File: src/rtl/stc_map.svh
`ifndef STC_MAP_SVH
`define STC_MAP_SVH

// register byte offsets
`define STC_ADDR_W       5
`define STC_OFF_CTRL     5'h00
`define STC_OFF_STAT     5'h04
`define STC_OFF_COUNT_VALUE_LOW     5'h08
`define STC_OFF_COMPARE_VALUE_LOW     5'h10
`define STC_OFF_ISTAT    5'h14
`define STC_OFF_IMASK    5'h18

// tick_control fields
`define STC_CTRL_EN      0
`define STC_CTRL_IE      1
`define STC_CTRL_CLK     2
`define STC_CTRL_RELOAD  3
`define STC_CTRL_DOWN    4
`define STC_CTRL_SWI     31

// tick_status fields
`define STC_STAT_FLAG    0
`define STC_STAT_SWI     31

// interrupt status and mask fields
`define STC_IRQ_CMP      0
`define STC_IRQ_SWI      1
`define STC_IRQ_W        2

// reset values
`define STC_RST_WORD     32'h0000_0000
`define STC_RST_IRQ      2'h0

// timebase divider
`define STC_DIV_W        3
`define STC_DIV_LAST     3'h7

`endif

File: src/rtl/stc_pkg.sv
`default_nettype none
`include "stc_map.svh"

package stc_pkg;

    typedef logic [31:0] stc_word_t;

    typedef struct packed {
        logic      ack;
        stc_word_t rdata;
    } stc_slv_state_t;

    typedef struct packed {
        logic [`STC_DIV_W-1:0] cnt;
    } stc_div_state_t;

    typedef struct packed {
        logic                  soft_irq_trigger;
        logic                  count_down;
        logic                  auto_reload_enable;
        logic                  timebase_select;
        logic                  counter_irq_enable;
        logic                  counter_enable_bit;
        logic                  compare_flag;
        stc_word_t             count_value_low;
        stc_word_t             compare_value_low;
        logic [`STC_IRQ_W-1:0] irq_status;
        logic [`STC_IRQ_W-1:0] irq_mask;
        logic                  swi_prev;
    } stc_core_state_t;

endpackage

`default_nettype wire

File: src/rtl/stc_bus_if.sv
`timescale 1ns/100ps
`default_nettype none

interface stc_bus_if;
    logic        wr;
    logic        rd;
    logic [4:0]  addr;
    logic [31:0] wdata;
    logic [3:0]  be;
    logic [31:0] rmux;
    logic [31:0] rcap;

    modport slave (output wr, rd, addr, wdata, be, rcap, input rmux);
    modport regs  (input wr, rd, addr, wdata, be, rcap, output rmux);
endinterface

`default_nettype wire

File: src/rtl/stc_prescaler.sv
`timescale 1ns/100ps
`default_nettype none
`include "stc_map.svh"

module stc_prescaler
    import stc_pkg::*;
(
    // clock and reset
    input  wire logic ref_clk,
    input  wire logic rst,
    // control
    input  wire logic run,
    output logic      tick
);

    stc_div_state_t s_q;
    stc_div_state_t s_d;

    // one tick every eighth cycle while running
    always_comb begin
        s_d = s_q;
        if (run) begin
            s_d.cnt = s_q.cnt + `STC_DIV_W'(1);
        end else begin
            s_d.cnt = '0;
        end
    end

    assign tick = run && (s_q.cnt == `STC_DIV_LAST);

    always_ff @(posedge ref_clk or posedge rst) begin
        if (rst) begin
            s_q <= '0;
        end else begin
            s_q <= s_d;
        end
    end

endmodule

`default_nettype wire

File: src/rtl/stc_avl_slave.sv
`timescale 1ns/100ps
`default_nettype none

module stc_avl_slave
    import stc_pkg::*;
(
    // clock and reset
    input  wire logic        ref_clk,
    input  wire logic        rst,
    // avalon-mm slave
    input  wire logic [4:0]  avs_address,
    input  wire logic        avs_read,
    input  wire logic        avs_write,
    input  wire logic [31:0] avs_writedata,
    input  wire logic [3:0]  avs_byteenable,
    output logic [31:0]      avs_readdata,
    output logic             avs_waitrequest,
    // register side
    stc_bus_if.slave         bus
);

    stc_slv_state_t s_q;
    stc_slv_state_t s_d;

    // one wait cycle, read data captured in it
    always_comb begin
        s_d = s_q;
        s_d.ack = (avs_read || avs_write) && !s_q.ack;
        if (avs_read && !s_q.ack) begin
            s_d.rdata = bus.rmux;
        end
    end

    assign avs_waitrequest = (avs_read || avs_write) && !s_q.ack;
    assign avs_readdata    = s_q.rdata;
    assign bus.wr          = avs_write && s_q.ack;
    assign bus.rd          = avs_read && s_q.ack;
    assign bus.addr        = avs_address;
    assign bus.wdata       = avs_writedata;
    assign bus.be          = avs_byteenable;
    assign bus.rcap        = s_q.rdata;

    always_ff @(posedge ref_clk or posedge rst) begin
        if (rst) begin
            s_q <= '0;
        end else begin
            s_q <= s_d;
        end
    end

endmodule

`default_nettype wire

File: src/rtl/stc_tick_counter.sv
// Operation
// RL1 - The counter advances on each timebase tick while the enable bit is 1 and holds its value while it is 0.
// RL2 - The direction bit set to 1 makes the counter count down, set to 0 makes it count up.
// RL3 - With auto reload on, up-counting restarts from 0 at the compare value and down-counting from the compare value at 0.
// RL4 - The timebase select bit picks the bus clock when 1 and the bus clock divided by 8 when 0.
// RL5 - The counter interrupt enable bit allows the counter interrupt when 1 and blocks it when 0.
// RL6 - The compare flag is set when an up-count reaches the compare value or a down-count reaches 0.
// RL7 - Writing 0 clears the compare flag and writing 1 leaves it unchanged.
// RL8 - The software trigger bit in the control word raises the software interrupt while it is 1.
// RL9 - Software clears the software trigger in its handler, or the interrupt stays asserted.
// RL10 - Bit 31 of the status word is the same software trigger and reads and writes the same state.
// RL11 - The count value register shows the running counter and is readable and writable.
// RL12 - The compare register holds the reload and compare value and is readable and writable.
// RL13 - The counter interrupt is asserted while the compare flag is set and the interrupt enable bit is 1.
// RL14 - Reserved bits of the control and status words read as zero and ignore writes.
`timescale 1ns/100ps
`default_nettype none
`include "stc_map.svh"

module stc_tick_counter
    import stc_pkg::*;
(
    // clock and reset
    input  wire logic        ref_clk,
    input  wire logic        rst,
    // avalon-mm register port
    input  wire logic [4:0]  avs_address,
    input  wire logic        avs_read,
    input  wire logic        avs_write,
    input  wire logic [31:0] avs_writedata,
    input  wire logic [3:0]  avs_byteenable,
    output logic [31:0]      avs_readdata,
    output logic             avs_waitrequest,
    // interrupt requests
    output logic             counter_irq,
    output logic             software_interrupt,
    output logic             irq
);

    stc_core_state_t s_q;
    stc_core_state_t s_d;

    logic div_tick;
    logic tick;
    logic up_reach;
    logic dn_reach;
    logic reach;
    logic swi_rise;

    stc_word_t cnt_step;
    stc_word_t rd_word;

    stc_bus_if bus ();

    // address decode, used by every register
    function automatic logic stc_hit(
        input logic [4:0] addr,
        input logic [4:0] off
    );
        stc_hit = (addr == off);
    endfunction

    // byte lane merge of a write into an old word
    function automatic stc_word_t stc_merge(
        input stc_word_t  old_w,
        input stc_word_t  new_w,
        input logic [3:0] be
    );
        stc_word_t res;
        res = old_w;
        for (int i = 0; i < 4; i++) begin
            if (be[i]) begin
                res[i*8 +: 8] = new_w[i*8 +: 8];
            end
        end
        stc_merge = res;
    endfunction

    // control word as software sees it
    function automatic stc_word_t stc_ctrl_word(
        input stc_core_state_t st
    );
        stc_word_t w;
        w = `STC_RST_WORD;
        w[`STC_CTRL_EN]     = st.counter_enable_bit;
        w[`STC_CTRL_IE]     = st.counter_irq_enable;
        w[`STC_CTRL_CLK]    = st.timebase_select;
        w[`STC_CTRL_RELOAD] = st.auto_reload_enable;
        w[`STC_CTRL_DOWN]   = st.count_down;
        w[`STC_CTRL_SWI]    = st.soft_irq_trigger;
        stc_ctrl_word = w;
    endfunction

    // status word as software sees it
    function automatic stc_word_t stc_stat_word(
        input stc_core_state_t st
    );
        stc_word_t w;
        w = `STC_RST_WORD;
        w[`STC_STAT_FLAG] = st.compare_flag;
        w[`STC_STAT_SWI]  = st.soft_irq_trigger;
        stc_stat_word = w;
    endfunction

    // read multiplexer, unmapped offsets read as zero
    function automatic stc_word_t stc_read_mux(
        input stc_core_state_t st,
        input logic [4:0]      addr
    );
        stc_word_t w;
        w = `STC_RST_WORD;
        if (stc_hit(addr, `STC_OFF_CTRL)) begin
            w = stc_ctrl_word(st); // [RL14]
        end else if (stc_hit(addr, `STC_OFF_STAT)) begin
            w = stc_stat_word(st); // [RL14]
        end else if (stc_hit(addr, `STC_OFF_COUNT_VALUE_LOW)) begin
            w = st.count_value_low; // [RL11]
        end else if (stc_hit(addr, `STC_OFF_COMPARE_VALUE_LOW)) begin
            w = st.compare_value_low; // [RL12]
        end else if (stc_hit(addr, `STC_OFF_ISTAT)) begin
            w[`STC_IRQ_W-1:0] = st.irq_status;
        end else if (stc_hit(addr, `STC_OFF_IMASK)) begin
            w[`STC_IRQ_W-1:0] = st.irq_mask;
        end
        stc_read_mux = w;
    endfunction

    // bus slave with one wait cycle
    stc_avl_slave u_slave (
        .ref_clk         (ref_clk),
        .rst             (rst),
        .avs_address     (avs_address),
        .avs_read        (avs_read),
        .avs_write       (avs_write),
        .avs_writedata   (avs_writedata),
        .avs_byteenable  (avs_byteenable),
        .avs_readdata    (avs_readdata),
        .avs_waitrequest (avs_waitrequest),
        .bus             (bus)
    );

    // divide by eight timebase, idle when not needed
    stc_prescaler u_div (
        .ref_clk (ref_clk),
        .rst     (rst),
        .run     (s_q.counter_enable_bit && !s_q.timebase_select),
        .tick    (div_tick)
    );

    assign rd_word  = stc_read_mux(s_q, bus.addr);
    assign bus.rmux = rd_word;

    // timebase selection
    assign tick = s_q.counter_enable_bit && (s_q.timebase_select || div_tick); // [RL1] [RL4]

    // value that the next tick would produce without reload
    assign cnt_step = s_q.count_down ? (s_q.count_value_low - 32'h0000_0001) :
                                       (s_q.count_value_low + 32'h0000_0001); // [RL2]

    // reaching the compare point on this tick
    assign up_reach = !s_q.count_down && (cnt_step == s_q.compare_value_low);
    assign dn_reach = s_q.count_down && (cnt_step == `STC_RST_WORD);
    assign reach    = tick && (up_reach || dn_reach); // [RL6]

    // rising edge of the software trigger
    assign swi_rise = s_q.soft_irq_trigger && !s_q.swi_prev;

    always_comb begin
        s_d = s_q;
        s_d.swi_prev = s_q.soft_irq_trigger;

        // control register write
        if (bus.wr && stc_hit(bus.addr, `STC_OFF_CTRL)) begin
            if (bus.be[0]) begin
                s_d.counter_enable_bit = bus.wdata[`STC_CTRL_EN]; // [RL1]
                s_d.counter_irq_enable = bus.wdata[`STC_CTRL_IE]; // [RL5]
                s_d.timebase_select    = bus.wdata[`STC_CTRL_CLK]; // [RL4]
                s_d.auto_reload_enable = bus.wdata[`STC_CTRL_RELOAD]; // [RL3]
                s_d.count_down         = bus.wdata[`STC_CTRL_DOWN]; // [RL2]
            end
            if (bus.be[3]) begin
                s_d.soft_irq_trigger = bus.wdata[`STC_CTRL_SWI]; // [RL8]
            end
        end

        // status register write
        if (bus.wr && stc_hit(bus.addr, `STC_OFF_STAT)) begin
            if (bus.be[0] && !bus.wdata[`STC_STAT_FLAG]) begin
                s_d.compare_flag = 1'b0; // [RL7]
            end
            if (bus.be[3]) begin
                s_d.soft_irq_trigger = bus.wdata[`STC_STAT_SWI]; // [RL10]
            end
        end

        // compare register write
        if (bus.wr && stc_hit(bus.addr, `STC_OFF_COMPARE_VALUE_LOW)) begin
            s_d.compare_value_low = stc_merge(s_q.compare_value_low, bus.wdata, bus.be); // [RL12]
        end

        // counting, a software write to the count wins over a tick
        if (bus.wr && stc_hit(bus.addr, `STC_OFF_COUNT_VALUE_LOW)) begin
            s_d.count_value_low = stc_merge(s_q.count_value_low, bus.wdata, bus.be); // [RL11]
        end else if (tick) begin
            if (s_q.auto_reload_enable && !s_q.count_down &&
                (s_q.count_value_low == s_q.compare_value_low)) begin
                s_d.count_value_low = `STC_RST_WORD; // [RL3]
            end else if (s_q.auto_reload_enable && s_q.count_down &&
                         (s_q.count_value_low == `STC_RST_WORD)) begin
                s_d.count_value_low = s_q.compare_value_low; // [RL3]
            end else begin
                s_d.count_value_low = cnt_step; // [RL1] [RL2]
            end
        end

        // compare flag set wins over a clear in the same cycle
        if (reach) begin
            s_d.compare_flag = 1'b1; // [RL6]
        end

        // interrupt mask write
        if (bus.wr && stc_hit(bus.addr, `STC_OFF_IMASK) && bus.be[0]) begin
            s_d.irq_mask = bus.wdata[`STC_IRQ_W-1:0];
        end

        // read clears only the status bits that were returned
        if (bus.rd && stc_hit(bus.addr, `STC_OFF_ISTAT)) begin
            s_d.irq_status = s_q.irq_status & ~bus.rcap[`STC_IRQ_W-1:0];
        end

        // new events set sticky bits after the clear
        if (reach) begin
            s_d.irq_status[`STC_IRQ_CMP] = 1'b1;
        end
        if (swi_rise) begin
            s_d.irq_status[`STC_IRQ_SWI] = 1'b1;
        end
    end

    always_ff @(posedge ref_clk or posedge rst) begin
        if (rst) begin
            s_q <= '0;
        end else begin
            s_q <= s_d;
        end
    end

    // interrupt outputs
    assign counter_irq        = s_q.compare_flag && s_q.counter_irq_enable; // [RL5] [RL13]
    assign software_interrupt = s_q.soft_irq_trigger; // [RL8] [RL9]
    assign irq                = |(s_q.irq_status & s_q.irq_mask);

endmodule

`default_nettype wire

File: config.mk
export PLATFORM = sky130hd
export DESIGN_NAME = stc_tick_counter
export DESIGN_NICKNAME = d
export VERILOG_FILES = /design/src/rtl/stc_pkg.sv /design/src/rtl/stc_bus_if.sv /design/src/rtl/stc_prescaler.sv /design/src/rtl/stc_avl_slave.sv /design/src/rtl/stc_tick_counter.sv
export VERILOG_INCLUDE_DIRS = /design/src /design/src/rtl
export SDC_FILE = /design/constraint.sdc
export NUM_CORES = 1
export LEC_CHECK = 0
export ABC_CLOCK_PERIOD_IN_PS = 4300
export BUFFER_PORTS_ARGS = -buffer_cell sky130_fd_sc_hd__buf_2
export CELL_PAD_IN_SITES_DETAIL_PLACEMENT = 1
export CELL_PAD_IN_SITES_GLOBAL_PLACEMENT = 2
export CORE_MARGIN = 2
export CORE_UTILIZATION = 37
export CTS_CLUSTER_SIZE = 30
export DETAILED_ROUTE_END_ITERATION = 10
export GPL_TIMING_DRIVEN = 0
export PLACE_DENSITY_LB_ADDON = 0.1
export SLEW_MARGIN = 5
export SYNTH_ARGS = -nofsm -noshare
export SYNTH_HDL_FRONTEND = slang
export SYNTH_SLANG_ARGS = --single-unit
File: constraint.sdc
create_clock -name ref_clk -period 4.3 [get_ports ref_clk]
set_clock_uncertainty 0.15 [all_clocks]
set_input_delay 0.645 -clock ref_clk [delete_from_list [all_inputs] [get_ports ref_clk]]
set_output_delay 0.645 -clock ref_clk [all_outputs]
set_load 0.01 [all_outputs]
# After elaboration in Yosys (flattened, before gate mapping)
# Index checks and enable logic that the tools add are counted.
[totals] mem_bits_ro=0 n_memories=0 latch_bits=0 ram_bits=0 ff_bits=112 in_bits=45 out_inout_bits=36
[op_classes] multipliers=0 div=0 order_cmp=0 n_eq_ne=12 bitwise=3 n_shift=0 muxes=28 add_sub_neg=3 reduce_logical=51
[ops] op="$mux W32" count=8
[ops] op="$eq A32 B32 Y1" count=2
[ops] op="$logic_not A32 Y1" count=2
[ops] op="$add A32 B1 Y32 const B" count=1
[ops] op="$mux W8" count=4
[ops] op="$sub A32 B1 Y32 const B" count=1
[ops] op="$mux W30" count=1
[ops] op="$logic_and A1 B1 Y1" count=24
[ops] op="$reduce_and A2 Y1" count=10
[ops] op="$eq A5 B5 Y1 const B" count=3
[ops] op="$reduce_bool A2 Y1" count=5
[ops] op="$mux W1" count=8
[ops] op="$mux W2" count=4
[ops] op="$ne A2 B2 Y1 const B" count=4
[ops] op="$mux W6" count=1
[ops] op="$eq A5 B3 Y1 const B" count=1
[ops] op="$eq A5 B4 Y1 const B" count=1
[ops] op="$logic_not A1 Y1" count=5
[ops] op="$logic_not A5 Y1" count=1
[ops] op="$mux W5" count=1
[ops] op="$and A2 B2 Y2" count=2
[ops] op="$add A3 B1 Y3 const B" count=1
[ops] op="$eq A3 B3 Y1 const B" count=1
[ops] op="$logic_or A1 B1 Y1" count=3
[ops] op="3 further kinds" count=3

# Logic depth before layout (Yosys ltp)
# Gate-level depths: netlist (run 1).
[depth] ltp_word=8 mapped_depth=13

# By module
# Synthesis (run 1) repeated with hierarchy kept, for this count alone.
[unflattened] cells_unflattened=1083 area_unflattened_um2=9623.0
[modules_own_cells] module="stc_tick_counter" cells_each=893 seq_area_each_um2=1901.8 n_inst=1 area_each_um2=7307.0
[modules_own_cells] module="stc_avl_slave" cells_each=180 seq_area_each_um2=825.8 n_inst=1 area_each_um2=2184.6
[modules_own_cells] module="stc_prescaler" cells_each=10 seq_area_each_um2=75.1 n_inst=1 area_each_um2=131.4

# Least setup slack after synthesis (run 1)
# OpenSTA, ideal clock, no wires.
[synth_timing] path_type="reg2reg" start="reg s_q[74] in the netlist's numbering" end="reg s_q[3] in the netlist's numbering" t_arrival_ns=3.321 setup_ns=0.068 setup_slack_ns=0.761 path_stages_with_launch=13 required_time_ns=4.082 path_cell_list="dfrtp_1 -> ha_1 -> buf_4 -> a21o_1 -> a31o_1 -> or3_1 -> or3_1 -> and3_4 -> a311oi_1 -> nand4_1 -> nor4_1 -> a41oi_1 -> nand2_1"
[synth_between] elab_chain_cells=6 elab_cells_between_ends=10 classes_between="1 x eq/ne; 2 x mux; 7 x reduce/logical"
[synth_rtl] item="start: declaration" line="stc_tick_counter.sv:40" rtl="stc_core_state_t s_q;"
[synth_rtl] item="start signal: assignment" line="stc_tick_counter.sv:242" rtl="s_q <= '0;"
[synth_rtl] item="start signal: assignment" line="stc_tick_counter.sv:244" rtl="s_q <= s_d;"
[synth_rtl] item="$mux W32" line="stc_tick_counter.sv:157" rtl="assign cnt_step = s_q.count_down ? (s_q.count_value_low - 32'h0000_0001) :"
[synth_rtl] item="$eq A32 B32 Y1 or $logic_not A32 Y1 (tied branches)"
[synth_rtl] item="$logic_and A1 B1 Y1 (on tied branches)" line="stc_tick_counter.sv:161, stc_tick_counter.sv:162"
[synth_rtl] item="$logic_or A1 B1 Y1 (*)" line="stc_tick_counter.sv:163" rtl="assign reach = tick && (up_reach || dn_reach);"
[synth_rtl] item="$logic_and A1 B1 Y1 (*)" line="stc_tick_counter.sv:163"
[synth_rtl] item="$mux W1 or $reduce_bool A2 Y1 (tied branches)"
# Mark *: on every way between the ends. The rest lies on a longest branch, timed or not.
# A chain may end at the register's enable or synchronous reset.

# Worst setup path in the final report (run 1)
# Ends and elaborated chain as after synthesis.

==> results of run 1 <==
## power breakdown
| group | internal, uW | switching [uW] | total, uW | leakage, uW |
|---|---|---|---|---|
| logic | 796 | 1180 | 1970 | 0.00300 |
| registers | 1190 | 334 | 1520 | 0.00150 |
| clock network | 399 | 413 | 811 | 0.000127 |
## sequential cells by signal (all words and copies together), names as in the netlist, named ones only
register,count
u_slave.avs_readdata,32
u_slave.s_q,1
u_div.s_q,3
s_q,75
## layout make-up
| class | count | area [um^2] | area share (%) |
|---|---|---|---|
| plain buffers | 86 | 475 | 4.67 |
| multi-input cells | 825 | 5680 | 55.7 |
| repair buffers | 83 | 458 | 4.50 |
| flip-flops and latches | 112 | 2800 | 27.5 |
| well taps | 324 | 405 | 3.98 |
| clock inverters | 5 | 43.8 | 0.430 |
| clock buffers | 10 | 229 | 2.25 |
| inverters | 23 | 91.3 | 0.897 |
## synth_stat cells, types with 5 or more instances
| library cell | number | share of area [%] |
|---|---|---|
| a211o_1 | 6 | 0.59 |
| a21o_1 | 13 | 1.1 |
| a21oi_1 | 109 | 6.1 |
| a21oi_2 | 6 | 0.59 |
| a222oi_1 | 5 | 0.56 |
| a22oi_1 | 27 | 2.3 |
| a2bb2oi_1 | 6 | 0.59 |
| a31oi_1 | 6 | 0.42 |
| and2_1 | 12 | 0.84 |
| and3_1 | 11 | 0.77 |
| and4_1 | 5 | 0.49 |
| buf_2 | 11 | 0.61 |
| buf_4 | 35 | 2.9 |
| clkbuf_1 | 37 | 1.5 |
| dfrtp_1 | 112 | 31 |
| ha_1 | 33 | 4.6 |
| inv_1 | 22 | 0.92 |
| mux2_2 | 41 | 5.1 |
| mux2i_1 | 18 | 2.0 |
| nand2_1 | 83 | 3.5 |
| nand2b_1 | 7 | 0.49 |
| nand3_1 | 14 | 0.78 |
| nand4_1 | 19 | 1.3 |
| nor2_1 | 107 | 4.5 |
| nor3_1 | 25 | 1.4 |
| nor4_1 | 22 | 1.5 |
| o211ai_1 | 8 | 0.67 |
| o21a_1 | 11 | 0.92 |
| o21ai_0 | 52 | 2.9 |
| o21ai_1 | 8 | 0.45 |
| o22ai_1 | 7 | 0.49 |
| or3_1 | 10 | 0.70 |
| xnor2_1 | 40 | 3.9 |
| xor2_1 | 29 | 2.8 |
## metrics by stage
| step | setup slack, ps | util (%) | hold slack [ps] | total power (uW) | area [um^2] |
|---|---|---|---|---|---|
| finish | 220 | 42.2 | 148 | 4300 | 10200 |
| global route | 3.16 | 42.2 | 171 | 4550 | 10200 |
| CTS | 37.0 | 42.0 | 158 | 4270 | 10100 |
| detailed placement | -38.6 | 40.8 | 288 | 3450 | 9830 |
| global placement | -980 | 40.6 | 257 | 3420 | 9780 |
| floorplan | 546 | - | 250 | 2800 | 8980 |
## critical path, stage by stage, from the launching register on
cell       delay, ps
dfrtp_2          530
buf_12           220
ha_1             290
buf_2            240
nand4_1          350
o22ai_2          270
a2bb2oi_1        230
a41oi_2           70
xnor2_1          380
xor2_1           150
a221o_1          310
nor4_2           300
a41oi_2          320
nand2_1          150
## cell families after synthesis
group / share of synthesized area, %
xor gates and xnor gates: 8.10
muxes: 7.15
AOI/OAI and AO/OA: 24.4
and+or+nand+nor: 18.1
DFF: 31.2
buffers and inverters: 6.26
adders and majority gates: 4.82
## worst min path at each step
| stage | endpoint | cells after the start | slack, ps |
|---|---|---|---|
| after detailed placement | s_q[4]$_DFFE_PP0P_ | 1 | 290 |
| after floorplan | s_q[4]$_DFFE_PP0P_ | 1 | 250 |
| after global placement | s_q[4]$_DFFE_PP0P_ | 1 | 260 |
| after CTS | s_q[4]$_DFFE_PP0P_ | 2 | 160 |
| after global routing | u_slave.avs_readdata[1]$_DFFE_PP0P_ | 2 | 170 |
| final | s_q[4]$_DFFE_PP0P_ | 2 | 150 |
## metal layers
metal  GRT usage (%)  vias to the layer above
li1                -                     4010
met1            39.1                     4202
met2            41.8                      186
met3            3.04                       41
met4            7.90                        0
met5               0                        -
## what timing repair did
item	4_1_cts	5_1_grt
setup buffers	0	2
endpoints found under the setup margin	2	2
gates cloned	0	0
gates resized for setup	2	10
pin swaps	0	1
==> impl_metrics.env, run 1 <==
export IMPL_setup_tns_final_ps=0
export IMPL_crit_arrival_ps=4220
export IMPL_synthesis_area_um2=8980
export IMPL_drv_cap=0
export IMPL_htreeDepth=3
export IMPL_vias_per_cell=5.75
export IMPL_nFillCells=2985
export IMPL_hold_buffers=0
export IMPL_grt_pass1_vias=8502
export IMPL_drt_pass1_iterations=8
export IMPL_worstSetupEndpoint="s_q[3]$_DFFE_PP0P_"
export IMPL_wl_um=34200
export IMPL_mostFrequentLayoutCells="111 x dfrtp_1, 108 x a21oi_1, 106 x nor2_1"
export IMPL_synth_flop_cell="dfrtp_1"
export IMPL_fin_nets=1219
export IMPL_syn_area_per_cell_um2=8.58
export IMPL_reg2reg_depth=13
export IMPL_cts_sinks=112
export IMPL_drt_first_iter_violations=459
export IMPL_slew_headroom_pct=24.4
export IMPL_fmax_ghz=0.245
export IMPL_worstSetupStartpointType="flop"
export IMPL_cts_tree="built"
export IMPL_cp_max_fo=30
export IMPL_syn_nets=1125
export IMPL_grt_max_degree=71
export IMPL_overflow=0
export IMPL_cts_max_path_buffers=2
export IMPL_grt_pass1_wl_um=52700
export IMPL_crit_required_ps=4440
export IMPL_ant_nets=0
export IMPL_io_pins=81
export IMPL_synth_cell_types=86
export IMPL_track_usage_pct=26.8
export IMPL_avgRoutedWirePerCell_um=23.3
export IMPL_yosysSeqAreaShare_pct=31.2
export IMPL_wl_met2_um=15200
export IMPL_fin_crit_sh_pct=94.9
export IMPL_wl_met3_um=1270
export IMPL_portBuffers=79
export IMPL_top_layer="met4"
export IMPL_vias=8439
export IMPL_row_count=57
export IMPL_dp_cells=1451
export IMPL_layout_commonest_cell="dfrtp_1"
export IMPL_r2r_start="s_q[74]$_DFFE_PP0P_"
export IMPL_final_cells=1468
export IMPL_syn2layout_area_growth_pct=13.4
export IMPL_path_class="reg2reg"
export IMPL_peakVddDrop_uv=185
export IMPL_slew_violations=0
export IMPL_core_um2=24100
export IMPL_die_width_um=160
export IMPL_tightest_slew_ps=1120
export IMPL_reg2reg_to="s_q[3]$_DFFE_PP0P_"
export IMPL_layout_drive_gt1_share_pct=20.1
export IMPL_startpoint="s_q[74]$_DFFE_PP0P_"
export IMPL_p_per_area_nw_per_um2=423
export IMPL_antenna_found_initial=0
export IMPL_synth_edf_count=0
export IMPL_diodes=0
export IMPL_clk_pin_slew_worst_paths_ps=80
export IMPL_setup_viol=0
export IMPL_layout_min_cycle_time_ps=4080
export IMPL_leakagePower_uw=0.00462
export IMPL_initial_core_util_pct=37.3
export IMPL_dpl_hpwl_um=27700
export IMPL_synthCells=1046
export IMPL_insertion_delay_ps=360
export IMPL_holdCritPathClass="in2async"
export IMPL_drc=0
export IMPL_ys_warn_count=0
export IMPL_synth_seq_cells=112
export IMPL_hold_viol_final=0
export IMPL_cts_made_buffers=9
export IMPL_end_kind="flop"
export IMPL_die_area_um2=25500
export IMPL_reg2reg_slack_ps=220
export IMPL_clockRootBuffer="clkbuf_16"
export IMPL_grt_setup_unrepaired="no"
export IMPL_wirelength_met1_um=16800
export IMPL_die_h_um=160
export IMPL_synth_async_sr_flop_share_pct=100
export IMPL_place_gp_congestion=0.872
export IMPL_outcome="finished clean"
No activity file was read; power rests on OpenSTA's default activity.
==> run 2, diff against run 1 <==
--- a/config.mk
+++ b/config.mk
@@ -6,16 +6,18 @@
 export SDC_FILE = /design/constraint.sdc
 export NUM_CORES = 1
 export LEC_CHECK = 0
+export ABC_AREA = 1
 export ABC_CLOCK_PERIOD_IN_PS = 4300
 export BUFFER_PORTS_ARGS = -buffer_cell sky130_fd_sc_hd__buf_2
 export CELL_PAD_IN_SITES_DETAIL_PLACEMENT = 1
 export CELL_PAD_IN_SITES_GLOBAL_PLACEMENT = 2
 export CORE_MARGIN = 2
-export CORE_UTILIZATION = 37
+export CORE_UTILIZATION = 33
 export CTS_CLUSTER_SIZE = 30
 export DETAILED_ROUTE_END_ITERATION = 10
 export GPL_TIMING_DRIVEN = 0
 export PLACE_DENSITY_LB_ADDON = 0.1
+export REMOVE_ABC_BUFFERS = 1
 export SLEW_MARGIN = 5
 export SYNTH_ARGS = -nofsm -noshare
 export SYNTH_HDL_FRONTEND = slang
==> run 2 against run 1 <==
Against the previous run: worst setup slack lost 24 ps; cell area is 1.7% higher; first-iteration DRC count grew 20%; die area is 18% higher; synthesized cell count rose by 46%; via count grew 16%; largest cell class unchanged; wire length up 10%; critical path depth fell by 2; clock power increased by 6.8%.
==> impl_metrics.env, run 2 <==
export IMPL_worstSetupStartpointType="input pin"
export IMPL_synth_top_family_by_area="simple AND/OR/NAND/NOR gates"
export IMPL_fmax_ghz=0.244
export IMPL_post_place_ws_ps=-600
export IMPL_largest_reg_flops=75
export IMPL_synthMuxAreaShare_pct=0
export IMPL_die_width_um=174
export IMPL_drt_first_iter_violations=551
export IMPL_switching_share_pct=45.9
export IMPL_ctsResizeCount=0
export IMPL_cts_made_buffers=9
export IMPL_power_frac_seq_pct=35.6
export IMPL_cp_max_fo=29
export IMPL_die_area_um2=30100
export IMPL_p_sw_uw=1850
export IMPL_wl_um=37700
export IMPL_power_clock_fraction_pct=21.4
export IMPL_track_usage_pct=25.3
export IMPL_power_frac_comb_pct=43.0
export IMPL_dp_cells=1937
export IMPL_core_um2=28500
export IMPL_overflow=0
export IMPL_synth_flop_cell="dfrtp_1"
export IMPL_initial_core_util_pct=33.3
export IMPL_top_layer="met4"
export IMPL_slew_headroom_pct=15.5
export IMPL_antenna_found_initial=0
export IMPL_wl_met2_um=17000
export IMPL_die_h_um=174
export IMPL_fin_crit_sh_pct=95.4
export IMPL_grt_setup_unrepaired="no"
export IMPL_syn_area_per_cell_um2=6.19
export IMPL_wirelength_met1_um=18900
export IMPL_row_count=62
export IMPL_layout_commonest_cell="nand2_1"
export IMPL_grt_pass1_vias=9959
export IMPL_hold_buffers=0
export IMPL_synth_simple_area_share_pct=37.9
export IMPL_reg2reg_to="s_q[69]$_DFFE_PP0P_"
export IMPL_syn2layout_area_growth_pct=9.19
export IMPL_ys_warn_count=0
export IMPL_synth_cell_types=44
export IMPL_synthesis_area_um2=9490
export IMPL_portBuffers=80
export IMPL_synth_fa_ha_area_share_pct=4.56
export IMPL_place_gp_congestion=0.855
export IMPL_yosysSeqAreaShare_pct=29.5
export IMPL_largest_register="s_q"
export IMPL_yosysTopAreaCell="dfrtp_1"
export IMPL_vias_per_cell=4.99
export IMPL_synth_common_cells="527 x nand2_1, 235 x inv_1, 139 x nor2_1, 112 x dfrtp_1, 98 x a21oi_1"
export IMPL_finalWorstSetupSlack_ps=197
export IMPL_synthXorXnorAreaFrac_pct=1.38
export IMPL_final_cell_area_um2=10400
export IMPL_synth_most_common_cell="nand2_1"
export IMPL_synthCells=1532
export IMPL_hold_viol_final=0
export IMPL_placed_area_um2=10100
export IMPL_ant_nets=0
export IMPL_leakagePower_uw=0.00570
export IMPL_synth_top_area_share_pct=29.5
export IMPL_layout_drive_gt1_share_pct=10.4
export IMPL_slew_violations=0
export IMPL_mostFrequentLayoutCells="527 x nand2_1, 234 x inv_1, 138 x nor2_1"
export IMPL_insertion_delay_ps=380
export IMPL_internal_power_uw=2190
export IMPL_synth_compound_area_share_pct=13.0
export IMPL_cts_sinks=112
export IMPL_ys_top_cells_by_area="dfrtp_1 30%, nand2_1 21%, inv_1 9.3%, nor2_1 5.5%, a21oi_1 5.2%"
export IMPL_p_per_area_nw_per_um2=390
export IMPL_holdCritPathClass="in2async"
export IMPL_vias=9760
export IMPL_outcome="finished clean"
export IMPL_crit_required_ps=4400
export IMPL_path_class="in2reg"
export IMPL_drt_pass1_iterations=4
export IMPL_crit_arrival_ps=4200
export IMPL_clockRootBuffer="clkbuf_16"
export IMPL_final_cells=1954
export IMPL_io_pins=81
export IMPL_tightest_slew_ps=1260
export IMPL_peakVddDrop_uv=193
export IMPL_reg2reg_depth=19
export IMPL_grt_pass1_wl_um=58300
export IMPL_wl_met3_um=1130
export IMPL_dpl_hpwl_um=30200
export IMPL_synth_edf_count=0
export IMPL_drc=0
export IMPL_cts_max_path_buffers=2
export IMPL_synth_seq_cells=112
export IMPL_drv_cap=0
export IMPL_end_kind="flop"
export IMPL_grt_max_degree=80
export IMPL_htreeDepth=3
export IMPL_diodes=0
export IMPL_reg2reg_slack_ps=550
export IMPL_fin_nets=1644
export IMPL_cts_tree="built"
export IMPL_clk_pin_slew_worst_paths_ps=80
export IMPL_avgRoutedWirePerCell_um=19.3
export IMPL_layout_min_cycle_time_ps=4100
export IMPL_setup_viol=0
export IMPL_synth_async_sr_flop_share_pct=100
export IMPL_r2r_start="s_q[74]$_DFFE_PP0P_"
[run 2: changes by cell type after synthesis, moves of 19 or more]
cell,before,now
nand2_1,83,527
nand2_2,0,22
xnor2_1,40,6
o22ai_1,7,36
a22oi_1,27,8
inv_1,22,235
nor2_1,107,139
xor2_1,29,9
nand3_1,14,90
mux2_2,41,0
[run 2: metal layers]
layer / global-route usage [%] / up-vias
li1: - / 4895
met1: 36.3 / 4694
met2: 40.7 / 143
met3: 2.76 / 28
met4: 6.07 / 0
met5: 0 / -
[run 2: worst max-delay path, cell delays in order]
cell and delay, ps:
buf_2 100, nor2_1 170, nand3_1 170, nor2_4 380, inv_2 420, nor2_4 660, inv_1 300, nand2_1 270
inv_1 600, o211ai_1 360, a21oi_1 110
[run 2: layout make-up]
cell class,count,area [um^2]
clock inverters,7,55.1
clock buffers,9,225
flip-flops and latches,112,2800
fillers,3880,18100
repair buffers,83,458
well taps,384,480
multi-input cells,1113,5410
inverters,246,928
[run 2: worst max path at each step]
stage                   startpoint                    endpoint  slack (ps)  cells past startpoint
2_1_floorplan                  rst  asynchronous set/reset pin         550                      1
3_3_place_gp                   rst         s_q[49]$_DFFE_PP0P_       -1230                      2
3_5_place_dp        avs_address[1]         s_q[50]$_DFFE_PP0P_        -600                     11
4_1_cts        s_q[74]$_DFFE_PP0P_         s_q[69]$_DFFE_PP0P_          50                     19
5_1_grt             avs_address[1]         s_q[50]$_DFFE_PP0P_           7                     11
6_report            avs_address[1]         s_q[58]$_DFFE_PP0P_         200                     11
[run 2: power groups by stage]
stage                     Combinational [uW]  Sequential, uW  Clock, uW
final                                   1740            1440        866
after global routing                    1970            1460        912
after CTS                               1750            1430        889
after detailed placement                1730            1450          0
after global placement                  1700            1450          0
after floorplan                         1230            1340          0
[run 2: stage by stage]
stage	setup TNS (ps)	utilization, %	total power (uW)	hold slack (ps)
global placement	-172060	35.1	3160	233
floorplan	0	-	2570	250
global route	0	36.4	4340	119
CTS	0	36.4	4070	107
finish	0	36.4	4040	100
detailed placement	-14320	35.4	3180	236
[run 2: repair_timing]
action,4_1_cts,5_1_grt
endpoints found under the setup margin,29,0
buffers inserted,0,0
endpoints found under the hold margin,0,0
[run 2: kinds of logic (layout without fill, tap and decap cells)]
kind of cell	count (synthesis)	count (layout)
DFF	112	112
buffers and inverters	308	345
adders and majority gates	34	34
AOI/OAI and AO/OA	215	215
and+or+nand+nor	848	849
xor gates and xnor gates	15	15
